## src/rtl/ers_pkg.sv

```systemverilog
package ers_pkg;

  // Sensor clock
  localparam int CLK_NS = 100;

  // Frame overhead and row overhead defaults, in ns
  localparam int PRECHARGE_NS = 1500;
  localparam int SAMPLE_NS = 2500;
  localparam int VMEM_NS = 2700;
  localparam int OVERHEAD_END_NS = 3200;
  localparam int ROW_OVERHEAD_NS = 176;

  // Least times round up to whole cycles
  localparam logic [7:0] PRECHARGE_CYC = 8'((PRECHARGE_NS + CLK_NS - 1) / CLK_NS);
  localparam logic [7:0] SAMPLE_CYC = 8'((SAMPLE_NS + CLK_NS - 1) / CLK_NS);
  localparam logic [7:0] VMEM_CYC = 8'((VMEM_NS + CLK_NS - 1) / CLK_NS);
  localparam logic [7:0] OVERHEAD_END_CYC = 8'((OVERHEAD_END_NS + CLK_NS - 1) / CLK_NS);
  localparam logic [7:0] ROW_OVERHEAD_CYC = 8'((ROW_OVERHEAD_NS + CLK_NS - 1) / CLK_NS);

  // Frame geometry
  localparam int NUM_LINES = 1710;
  localparam int NUM_PIXELS = 1696;
  localparam int KERNEL_PIX = 32;
  localparam logic [7:0] KERNELS_DEF = 8'(NUM_PIXELS / KERNEL_PIX);
  localparam logic [10:0] Y_START_DEF = 11'h000;
  localparam logic [10:0] Y_END_DEF = 11'(NUM_LINES - 1);

  // Stream shape
  localparam int NCH = 32;
  localparam int WW = 8;

  // Register indices
  localparam logic [7:0] REG_CTRL = 8'h00;
  localparam logic [7:0] REG_PRECHARGE = 8'h01;
  localparam logic [7:0] REG_SAMPLE = 8'h02;
  localparam logic [7:0] REG_VMEM = 8'h03;
  localparam logic [7:0] REG_OVH_END = 8'h04;
  localparam logic [7:0] REG_ROT = 8'h05;
  localparam logic [7:0] REG_Y_START = 8'h06;
  localparam logic [7:0] REG_Y_END = 8'h07;
  localparam logic [7:0] REG_KERNELS = 8'h08;
  localparam logic [7:0] REG_IDLE_A = 8'h09;
  localparam logic [7:0] REG_IDLE_B = 8'h0a;
  localparam logic [7:0] REG_TEST = 8'h0b;
  localparam logic [7:0] REG_KW_SOF = 8'h0c;
  localparam logic [7:0] REG_KW_SOL = 8'h0d;
  localparam logic [7:0] REG_KW_EOL = 8'h0e;
  localparam logic [7:0] REG_STATUS = 8'h0f;
  localparam logic [7:0] REG_LINE = 8'h10;

  // Control bit positions
  localparam int CTRL_DUAL = 0;
  localparam int CTRL_TRAIN = 1;
  localparam int CTRL_BYPASS = 2;

  // Word reset values
  localparam logic [7:0] IDLE_A_DEF = 8'h55;
  localparam logic [7:0] IDLE_B_DEF = 8'haa;
  localparam logic [7:0] TEST_DEF = 8'h3c;
  localparam logic [7:0] KW_SOF_DEF = 8'hf0;
  localparam logic [7:0] KW_SOL_DEF = 8'he0;
  localparam logic [7:0] KW_EOL_DEF = 8'hd0;

  typedef enum logic [2:0] {
    ST_IDLE = 3'b000,
    ST_WAIT = 3'b001,
    ST_FOT = 3'b010,
    ST_ROT = 3'b011,
    ST_KERN = 3'b100
  } ers_state_e;

  // One word per clock edge
  typedef struct packed {
    logic [WW-1:0] rise;
    logic [WW-1:0] fall;
  } ers_word_s;

  typedef struct packed {
    ers_word_s sync;
    ers_word_s [NCH-1:0] data;
  } ers_stream_s;

  typedef struct packed {
    logic [7:0] addr;
    logic [15:0] wdata;
    logic wr;
    logic rd;
  } ers_bus_s;

endpackage

```

## src/rtl/ers_sequencer.sv

```systemverilog
// Chosen here: the placing of the registers and the address-and-strobe port.
`timescale 1ns/1ps
module ers_sequencer (
  // Clock and reset
  input wire logic clk_sys,
  input wire logic rst,
  // Register port
  input wire ers_pkg::ers_bus_s bus,
  output logic [15:0] rdata,
  // Exposure pins
  input wire logic exposure_first,
  input wire logic exposure_second,
  // Converter results
  input wire ers_pkg::ers_word_s [ers_pkg::NCH-1:0] adc_data,
  // Pixel array controls
  output logic pix_reset,
  output logic pix_precharge,
  output logic pix_sample,
  output logic pix_vmem,
  output logic dual_reset,
  // Timing indicator pins
  output logic frame_overhead_pin,
  output logic row_overhead_pin,
  // Serial stream words
  output ers_pkg::ers_stream_s stream
);

  ////////////////////////////////////////////////////////////////////////////////
  // Registers

  logic [2:0] ctrl;
  logic [7:0] precharge_duration, sample_duration, vmem_duration, overhead_end_duration;
  logic [7:0] rot_duration, window_kernel_count;
  logic [10:0] y_start, y_end;
  logic [7:0] idle_a, idle_b, test_word, kw_sof, kw_sol, kw_eol;
  ers_pkg::ers_state_e state;
  logic [7:0] cnt;
  logic [10:0] current_line;
  logic integrating, fot_pend, rst_pend;

  always_ff @(posedge clk_sys or posedge rst) begin
    if (rst) begin
      ctrl <= 3'h0;
      precharge_duration <= ers_pkg::PRECHARGE_CYC;
      sample_duration <= ers_pkg::SAMPLE_CYC;
      vmem_duration <= ers_pkg::VMEM_CYC;
      overhead_end_duration <= ers_pkg::OVERHEAD_END_CYC;
      rot_duration <= ers_pkg::ROW_OVERHEAD_CYC;
      y_start <= ers_pkg::Y_START_DEF;
      y_end <= ers_pkg::Y_END_DEF;
      window_kernel_count <= ers_pkg::KERNELS_DEF;
      idle_a <= ers_pkg::IDLE_A_DEF;
      idle_b <= ers_pkg::IDLE_B_DEF;
      test_word <= ers_pkg::TEST_DEF;
      kw_sof <= ers_pkg::KW_SOF_DEF;
      kw_sol <= ers_pkg::KW_SOL_DEF;
      kw_eol <= ers_pkg::KW_EOL_DEF;
    end else if (bus.wr) begin
      if (bus.addr == ers_pkg::REG_CTRL) begin
        ctrl <= bus.wdata[2:0];
      end else if (bus.addr == ers_pkg::REG_PRECHARGE) begin
        precharge_duration <= bus.wdata[7:0];
      end else if (bus.addr == ers_pkg::REG_SAMPLE) begin
        sample_duration <= bus.wdata[7:0];
      end else if (bus.addr == ers_pkg::REG_VMEM) begin
        vmem_duration <= bus.wdata[7:0];
      end else if (bus.addr == ers_pkg::REG_OVH_END) begin
        overhead_end_duration <= bus.wdata[7:0];
      end else if (bus.addr == ers_pkg::REG_ROT) begin
        rot_duration <= bus.wdata[7:0];
      end else if (bus.addr == ers_pkg::REG_Y_START) begin
        y_start <= bus.wdata[10:0];
      end else if (bus.addr == ers_pkg::REG_Y_END) begin
        y_end <= bus.wdata[10:0];
      end else if (bus.addr == ers_pkg::REG_KERNELS) begin
        window_kernel_count <= bus.wdata[7:0];
      end else if (bus.addr == ers_pkg::REG_IDLE_A) begin
        idle_a <= bus.wdata[7:0];
      end else if (bus.addr == ers_pkg::REG_IDLE_B) begin
        idle_b <= bus.wdata[7:0];
      end else if (bus.addr == ers_pkg::REG_TEST) begin
        test_word <= bus.wdata[7:0];
      end else if (bus.addr == ers_pkg::REG_KW_SOF) begin
        kw_sof <= bus.wdata[7:0];
      end else if (bus.addr == ers_pkg::REG_KW_SOL) begin
        kw_sol <= bus.wdata[7:0];
      end else if (bus.addr == ers_pkg::REG_KW_EOL) begin
        kw_eol <= bus.wdata[7:0];
      end
    end
  end

  // Read data only in the cycle after the strobe
  always_ff @(posedge clk_sys or posedge rst) begin
    if (rst) begin
      rdata <= 16'h0000;
    end else if (!bus.rd) begin
      rdata <= 16'h0000;
    end else if (bus.addr == ers_pkg::REG_CTRL) begin
      rdata <= {13'h0000, ctrl};
    end else if (bus.addr == ers_pkg::REG_PRECHARGE) begin
      rdata <= {8'h00, precharge_duration};
    end else if (bus.addr == ers_pkg::REG_SAMPLE) begin
      rdata <= {8'h00, sample_duration};
    end else if (bus.addr == ers_pkg::REG_VMEM) begin
      rdata <= {8'h00, vmem_duration};
    end else if (bus.addr == ers_pkg::REG_OVH_END) begin
      rdata <= {8'h00, overhead_end_duration};
    end else if (bus.addr == ers_pkg::REG_ROT) begin
      rdata <= {8'h00, rot_duration};
    end else if (bus.addr == ers_pkg::REG_Y_START) begin
      rdata <= {5'h00, y_start};
    end else if (bus.addr == ers_pkg::REG_Y_END) begin
      rdata <= {5'h00, y_end};
    end else if (bus.addr == ers_pkg::REG_KERNELS) begin
      rdata <= {8'h00, window_kernel_count};
    end else if (bus.addr == ers_pkg::REG_IDLE_A) begin
      rdata <= {8'h00, idle_a};
    end else if (bus.addr == ers_pkg::REG_IDLE_B) begin
      rdata <= {8'h00, idle_b};
    end else if (bus.addr == ers_pkg::REG_TEST) begin
      rdata <= {8'h00, test_word};
    end else if (bus.addr == ers_pkg::REG_KW_SOF) begin
      rdata <= {8'h00, kw_sof};
    end else if (bus.addr == ers_pkg::REG_KW_SOL) begin
      rdata <= {8'h00, kw_sol};
    end else if (bus.addr == ers_pkg::REG_KW_EOL) begin
      rdata <= {8'h00, kw_eol};
    end else if (bus.addr == ers_pkg::REG_STATUS) begin
      rdata <= {8'h00, dual_reset, rst_pend, fot_pend, integrating, pix_reset, state};
    end else if (bus.addr == ers_pkg::REG_LINE) begin
      rdata <= {5'h00, current_line};
    end else begin
      rdata <= 16'h0000;
    end
  end

  ////////////////////////////////////////////////////////////////////////////////
  // Exposure pin synchronisers

  logic [1:0] pin_raw, sync1, sync2, sync3, lvl, lvl_d;
  assign pin_raw = {exposure_second, exposure_first};

  for (genvar i = 0; i < 2; i++) begin : g_sync
    always_ff @(posedge clk_sys or posedge rst) begin
      if (rst) begin
        sync1[i] <= 1'b0;
        sync2[i] <= 1'b0;
        sync3[i] <= 1'b0;
        lvl[i] <= 1'b0;
        lvl_d[i] <= 1'b0;
      end else begin
        sync1[i] <= pin_raw[i];
        sync2[i] <= sync1[i];
        sync3[i] <= sync2[i];
        lvl[i] <= (sync2[i] == sync3[i]) ? sync3[i] : lvl[i];
        lvl_d[i] <= lvl[i];
      end
    end
  end

  logic exp1_rise, exp1_fall, exp2_rise;
  assign exp1_rise = lvl[0] & ~lvl_d[0];
  assign exp1_fall = ~lvl[0] & lvl_d[0];
  assign exp2_rise = lvl[1] & ~lvl_d[1];

  ////////////////////////////////////////////////////////////////////////////////
  // Sequencer

  logic reading, line_end, release_rst, last_line;
  assign reading = (state == ers_pkg::ST_ROT) || (state == ers_pkg::ST_KERN);
  assign line_end = (state == ers_pkg::ST_KERN) && (cnt == 8'(window_kernel_count - 8'h01));
  assign last_line = (current_line == y_end);
  // A rise on the last kernel is already at the next row overhead
  assign release_rst = (exp1_rise && (!reading || line_end)) ||
                       (rst_pend && line_end);

  always_ff @(posedge clk_sys or posedge rst) begin
    if (rst) begin
      state <= ers_pkg::ST_IDLE;
      cnt <= 8'h00;
      current_line <= 11'h000;
    end else begin
      cnt <= cnt + 8'h01;
      case (state)
        ers_pkg::ST_IDLE: begin
          cnt <= 8'h00;
          if (exp1_rise) begin
            state <= ers_pkg::ST_WAIT;
          end
        end
        ers_pkg::ST_WAIT: begin
          cnt <= 8'h00;
          if (exp1_fall) begin
            state <= ers_pkg::ST_FOT;
          end
        end
        ers_pkg::ST_FOT: begin
          if (cnt == 8'(overhead_end_duration - 8'h01)) begin
            state <= ers_pkg::ST_ROT;
            cnt <= 8'h00;
            current_line <= y_start;
          end
        end
        ers_pkg::ST_ROT: begin
          if (cnt == 8'(rot_duration - 8'h01)) begin
            state <= ers_pkg::ST_KERN;
            cnt <= 8'h00;
          end
        end
        ers_pkg::ST_KERN: begin
          if (line_end) begin
            cnt <= 8'h00;
            if (fot_pend || exp1_fall) begin
              state <= ers_pkg::ST_FOT;
            end else if (last_line) begin
              state <= ers_pkg::ST_WAIT;
            end else begin
              state <= ers_pkg::ST_ROT;
              current_line <= current_line + 11'h001;
            end
          end
        end
        default: begin
          state <= ers_pkg::ST_IDLE;
          cnt <= 8'h00;
        end
      endcase
    end
  end

  // Exposure end during readout waits for the line to finish
  always_ff @(posedge clk_sys or posedge rst) begin
    if (rst) begin
      fot_pend <= 1'b0;
    end else if (exp1_fall && reading && !line_end) begin
      fot_pend <= 1'b1;
    end else if (state == ers_pkg::ST_FOT) begin
      fot_pend <= 1'b0;
    end
  end

  // Exposure start during a line waits for next row overhead
  always_ff @(posedge clk_sys or posedge rst) begin
    if (rst) begin
      rst_pend <= 1'b0;
    end else if (exp1_rise && reading && !line_end) begin
      rst_pend <= 1'b1;
    end else if (release_rst || !reading) begin
      rst_pend <= 1'b0;
    end
  end

  // Pixel reset re-asserts with the storage voltage rise
  always_ff @(posedge clk_sys or posedge rst) begin
    if (rst) begin
      pix_reset <= 1'b1;
    end else if (release_rst) begin
      pix_reset <= 1'b0;
    end else if (state == ers_pkg::ST_FOT && cnt == vmem_duration) begin
      pix_reset <= 1'b1;
    end
  end

  always_ff @(posedge clk_sys or posedge rst) begin
    if (rst) begin
      integrating <= 1'b0;
    end else if (release_rst) begin
      integrating <= 1'b1;
    end else if (state == ers_pkg::ST_FOT && cnt == sample_duration) begin
      integrating <= 1'b0;
    end
  end

  always_ff @(posedge clk_sys or posedge rst) begin
    if (rst) begin
      dual_reset <= 1'b0;
    end else if (!ctrl[ers_pkg::CTRL_DUAL]) begin
      dual_reset <= 1'b0;
    end else if (release_rst) begin
      dual_reset <= 1'b1;
    end else if (exp2_rise) begin
      dual_reset <= 1'b0;
    end
  end

  ////////////////////////////////////////////////////////////////////////////////
  // Frame overhead pulses and indicator pins

  logic in_fot;
  assign in_fot = (state == ers_pkg::ST_FOT);

  always_ff @(posedge clk_sys or posedge rst) begin
    if (rst) begin
      pix_precharge <= 1'b0;
      pix_sample <= 1'b0;
      pix_vmem <= 1'b1;
      frame_overhead_pin <= 1'b0;
      row_overhead_pin <= 1'b0;
    end else begin
      pix_precharge <= in_fot && (cnt < precharge_duration);
      pix_sample <= in_fot && (cnt < sample_duration);
      pix_vmem <= !(in_fot && (cnt < vmem_duration));
      frame_overhead_pin <= in_fot && (cnt < 8'(overhead_end_duration - 8'h01));
      row_overhead_pin <= (state == ers_pkg::ST_ROT) && (cnt < 8'(rot_duration - 8'h01));
    end
  end

  ////////////////////////////////////////////////////////////////////////////////
  // Output stream, two words per clock

  logic training, bypass;
  ers_pkg::ers_word_s idle_pair, test_pair;
  assign training = ctrl[ers_pkg::CTRL_TRAIN] && ctrl[ers_pkg::CTRL_BYPASS];
  assign bypass = ctrl[ers_pkg::CTRL_BYPASS];
  assign idle_pair = '{rise: idle_a, fall: idle_b};
  assign test_pair = '{rise: test_word, fall: test_word};

  always_ff @(posedge clk_sys or posedge rst) begin
    if (rst) begin
      stream.sync <= '0;
    end else if (training) begin
      stream.sync <= idle_pair;
    end else if (state == ers_pkg::ST_ROT && cnt == 8'h00) begin
      stream.sync.rise <= (current_line == y_start) ? kw_sof : kw_sol;
      stream.sync.fall <= idle_b;
    end else if (state == ers_pkg::ST_ROT && cnt == 8'h01) begin
      stream.sync.rise <= {5'h00, current_line[10:8]};
      stream.sync.fall <= current_line[7:0];
    end else if (line_end) begin
      stream.sync.rise <= idle_a;
      stream.sync.fall <= kw_eol;
    end else begin
      stream.sync <= idle_pair;
    end
  end

  for (genvar c = 0; c < ers_pkg::NCH; c++) begin : g_chan
    always_ff @(posedge clk_sys or posedge rst) begin
      if (rst) begin
        stream.data[c] <= '0;
      end else if (training || state != ers_pkg::ST_KERN) begin
        stream.data[c] <= idle_pair;
      end else if (bypass) begin
        stream.data[c] <= test_pair;
      end else begin
        stream.data[c] <= adc_data[c];
      end
    end
  end
endmodule // ers_sequencer

```

## config.mk

```make
export PLATFORM = sky130hd
export DESIGN_NAME = ers_sequencer
export DESIGN_NICKNAME = d
export VERILOG_FILES = /design/src/rtl/ers_pkg.sv /design/src/rtl/ers_sequencer.sv
export SDC_FILE = /design/constraint.sdc
export NUM_CORES = 2
export LEC_CHECK = 0
export ABC_CLOCK_PERIOD_IN_PS = 23000
export BUFFER_PORTS_ARGS = -buffer_cell sky130_fd_sc_hd__buf_2
export CORE_AREA = 2 2 430 432
export DETAILED_ROUTE_END_ITERATION = 8
export DIE_AREA = 0 0 432 434
export PLACE_DENSITY = 0.3
export RECOVER_POWER = 50
export SLEW_MARGIN = 5
export SYNTH_ARGS = -nofsm -noshare
export SYNTH_HDL_FRONTEND = slang
export SYNTH_SLANG_ARGS = --single-unit
```

## constraint.sdc

```tcl
create_clock -name clk_sys -period 23 [get_ports clk_sys]
set_clock_uncertainty 0.15 [all_clocks]
set_input_delay 1.15 -clock clk_sys [delete_from_list [all_inputs] [get_ports clk_sys]]
set_output_delay 1.15 -clock clk_sys [all_outputs]
set_load 0.03 [all_outputs]
```

==> run metrics <==
placed standard-cell area 0.0385 mm2; top cell family by delay on the critical path buffers and inverters; Post-Synth Simple-Gate Area 15.9%; first-pass GRT wire length 257000 um; xor/xnor cell area share of the yosys netlist 1.39%; Post-Layout Inst Area 0.0409 mm2; Arr. time, crit path 9740 ps; Nets 4436; Worst Hold Class register to register; synth warn 0; H-tree depth 3; Synth Flop Type dfrtp_1; Yosys reg bits 702; WL/cell 31.1 um; TritonCTS Sinks 702; Buffers & Inverters on Critical Path 6; VDD IR max 55.1 uV; Reg clk slew, reported paths 60 ps; Place WS 17410 ps; IO Count 1093; drt first pass iters 5; # Post-CTS Setup Buffers 0; crit path kind input pin to asynchronous set/reset pin; highest routed metal layer met5; number of flops mapped to enable cells by yosys 0; Core ar. 0.182 mm2; Initial Utilization 16.6%; compound-gate portion of the synthesized area 14.3%; Avg Cell Area, Syn 10.7 um2; clk buf depth 3; Gate Count Post-Synth 2828; vias in the first global route 27.0k; Worst path slowest cell clkinvlp_2; Die Ht 434 um; worst skew pair latency 750 ps; RSZ-0062 raised after global routing no; Met3 Wirelength 10400 um; total grt overflow 0; mapped cell area 0.0302 mm2; DRT Wirelength 197000 um; Worst EP required 23620 ps; Via density 4.21; Post-synth ARST share 100%; setup TNS 0 ps; post-route ant nets 0; gpl congestion 0.819; CTS Buf Count 94; CTS tree done; # setup viols final 0; Startpoint Class input pin; post-synthesis sequential area ratio 58.3%; CTS resizes 0; max incr delay on CP 3070 ps; initial antenna violation count 107; met1 WL 79800 um; leakage 19.7 nW; main combinational cell family by area after synthesis simple AND/OR/NAND/NOR gates; pwr/cell area 96.4 mW/mm2; # fillers 20.3k; Worst path most repeated cell buf_4; input/output buffers 1082; Rows 157; DRC 0; worst-path fanout max 114; Post-Synth Adder-Cell Area 1.97%; Cell Count, Final, Fillers Out 6334; period utilisation layout 39.6%; final hold viol count 0; Max Freq 0.110 GHz; unique cell type count in the Yosys netlist 78; Slew @ Worst Pin 5580 ps; Worst setup EP type asynchronous set/reset pin; DR WL met2 99500 um; Worst slew margin -274%; post-synthesis mux area share 4.59%; # hold bufs at CTS 0; worst-path cell chain buf_2 > clkinvlp_2 > clkbuf_1 > buf_4 > buf_4 > buf_4; CTS root buf clkbuf_16; hpwl dp 147000 um; Setup WS post-layout 13880 ps; die width 432 um; max-cap violation count 12; 1st-iter DRT viols 1668; pin count of the biggest net entering global routing 115; DP Cell Count 6137; post-layout util 22.4%; full die area 0.187 mm2; min Tclk post-route 9120 ps; gr usage total 20.2%; Layout Area Growth over Synthesis 35.1%; violated checks capacitance limit, slew limit; layout cell share with drive strength beyond 1 23.5%; status finished with violations; DR vias 26.7k; Slew Limit Fails 546
## cells in the mapped netlist (all sizes together), types with 5 or more instances
library cell,count,area share [%]
clkbuf,213,2.6
and3,14,0.29
buf,13,0.25
o22ai,16,0.33
nand3b,5,0.12
mux2i,15,0.50
a21o,7,0.17
or3,5,0.10
nand4,12,0.25
a21oi,580,9.6
nor3,26,0.45
o22a,6,0.17
nor2,94,1.2
a211oi,5,0.14
dfrtp,654,54
a221oi,7,0.20
o21ai,87,1.4
inv,45,0.56
nor2b,15,0.31
a31oi,10,0.21
dfstp,48,4.2
nor4,13,0.29
a22oi,9,0.22
ha,46,1.9
xor2,21,0.61
nand2b,524,11
or4,5,0.14
nand2,87,1.1
mux2,106,3.9
a222oi,7,0.23
o211ai,8,0.22
nand3,30,0.50
xnor2,27,0.78
## metrics by stage
stage	power (mW)	hold slack [ps]
floorplan	2.01	181
global placement	2.52	187
detailed placement	2.52	195
CTS	4.05	207
global route	4.11	214
finish	3.94	202
## sequential cells by signal, indices dropped and copies added, names as in the netlist, 11 cells and up
name,flops
rdata,11
current_line,11
y_end,11
stream,528
y_start,11
## routing by layer
| metal | vias to the layer above | GRT usage (%) |
|---|---|---|
| met5 | - | 0 |
| met4 | 14 | 7.63 |
| met3 | 323 | 4.08 |
| met2 | 955 | 35.1 |
| met1 | 13700 | 24.4 |
| li1 | 11700 | - |
## cells by family after synthesis
group | after synthesis
and+or+nand+nor | 844
AOI/OAI and AO/OA | 790
DFF | 702
buffers and inverters | 272
muxes | 123
adders and majority gates | 48
xor gates and xnor gates | 48
other | 1
## power breakdown
| group | internal (mW) | total, mW | switching [mW] |
|---|---|---|---|
| clock network | 0.864 | 1.49 | 0.630 |
| logic | 0.221 | 0.975 | 0.754 |
| registers | 1.38 | 1.47 | 0.0849 |
| total | 2.47 | 3.94 | 1.47 |
## cell usage in the layout, fill, tap and decap left out, drive strengths merged, types with 6 or more instances in the layout
master	synthesis	final
o211ai	8	8
mux2	106	106
a22oi	9	9
a221oi	7	7
nand2b	524	524
dfrtp	654	654
buf	13	589
inv	45	44
clkbuf	213	698
nor4	13	13
a21o	7	7
ha	46	46
o22a	6	6
a31oi	10	10
and3	14	14
nor3	26	26
o22ai	16	16
nand2	87	87
clkinv	1	21
nand3	30	30
o21ai	87	87
nand4	12	12
a222oi	7	7
mux2i	15	15
nor2	94	94
nor2b	15	15
diode	0	27
xnor2	27	27
a21oi	580	580
xor2	21	21
dfstp	48	48
## final cells by class
type                       instances  area, um2  share of cell area, %
sequential                       702      17600                   43.1
multi-input combinational       1858      11800                   28.8
timing repair buffer            1146       5170                   12.7
tap                             2385       2980                   7.30
clock buffer                     141       2690                   6.59
clock inverter                    29        354                  0.867
inverter                          46        174                  0.426
antenna                           27       67.6                  0.165
## path summary, 6_finish.rpt
kind	start	end	slack (ps)	cells past startpoint
max	rst	stream[135]	13880	6
max in group clk_sys	ctrl[2]	stream[221]	17300	5
min	sync1[0]	sync2[0]	200	0
min reg2reg	sync1[0]	sync2[0]	200	0
max reg2reg	ctrl[2]	stream[221]	17300	5
min in group asynchronous	rst	stream[493]	1970	2
Note: power is estimated with default switching activity, not from simulation.
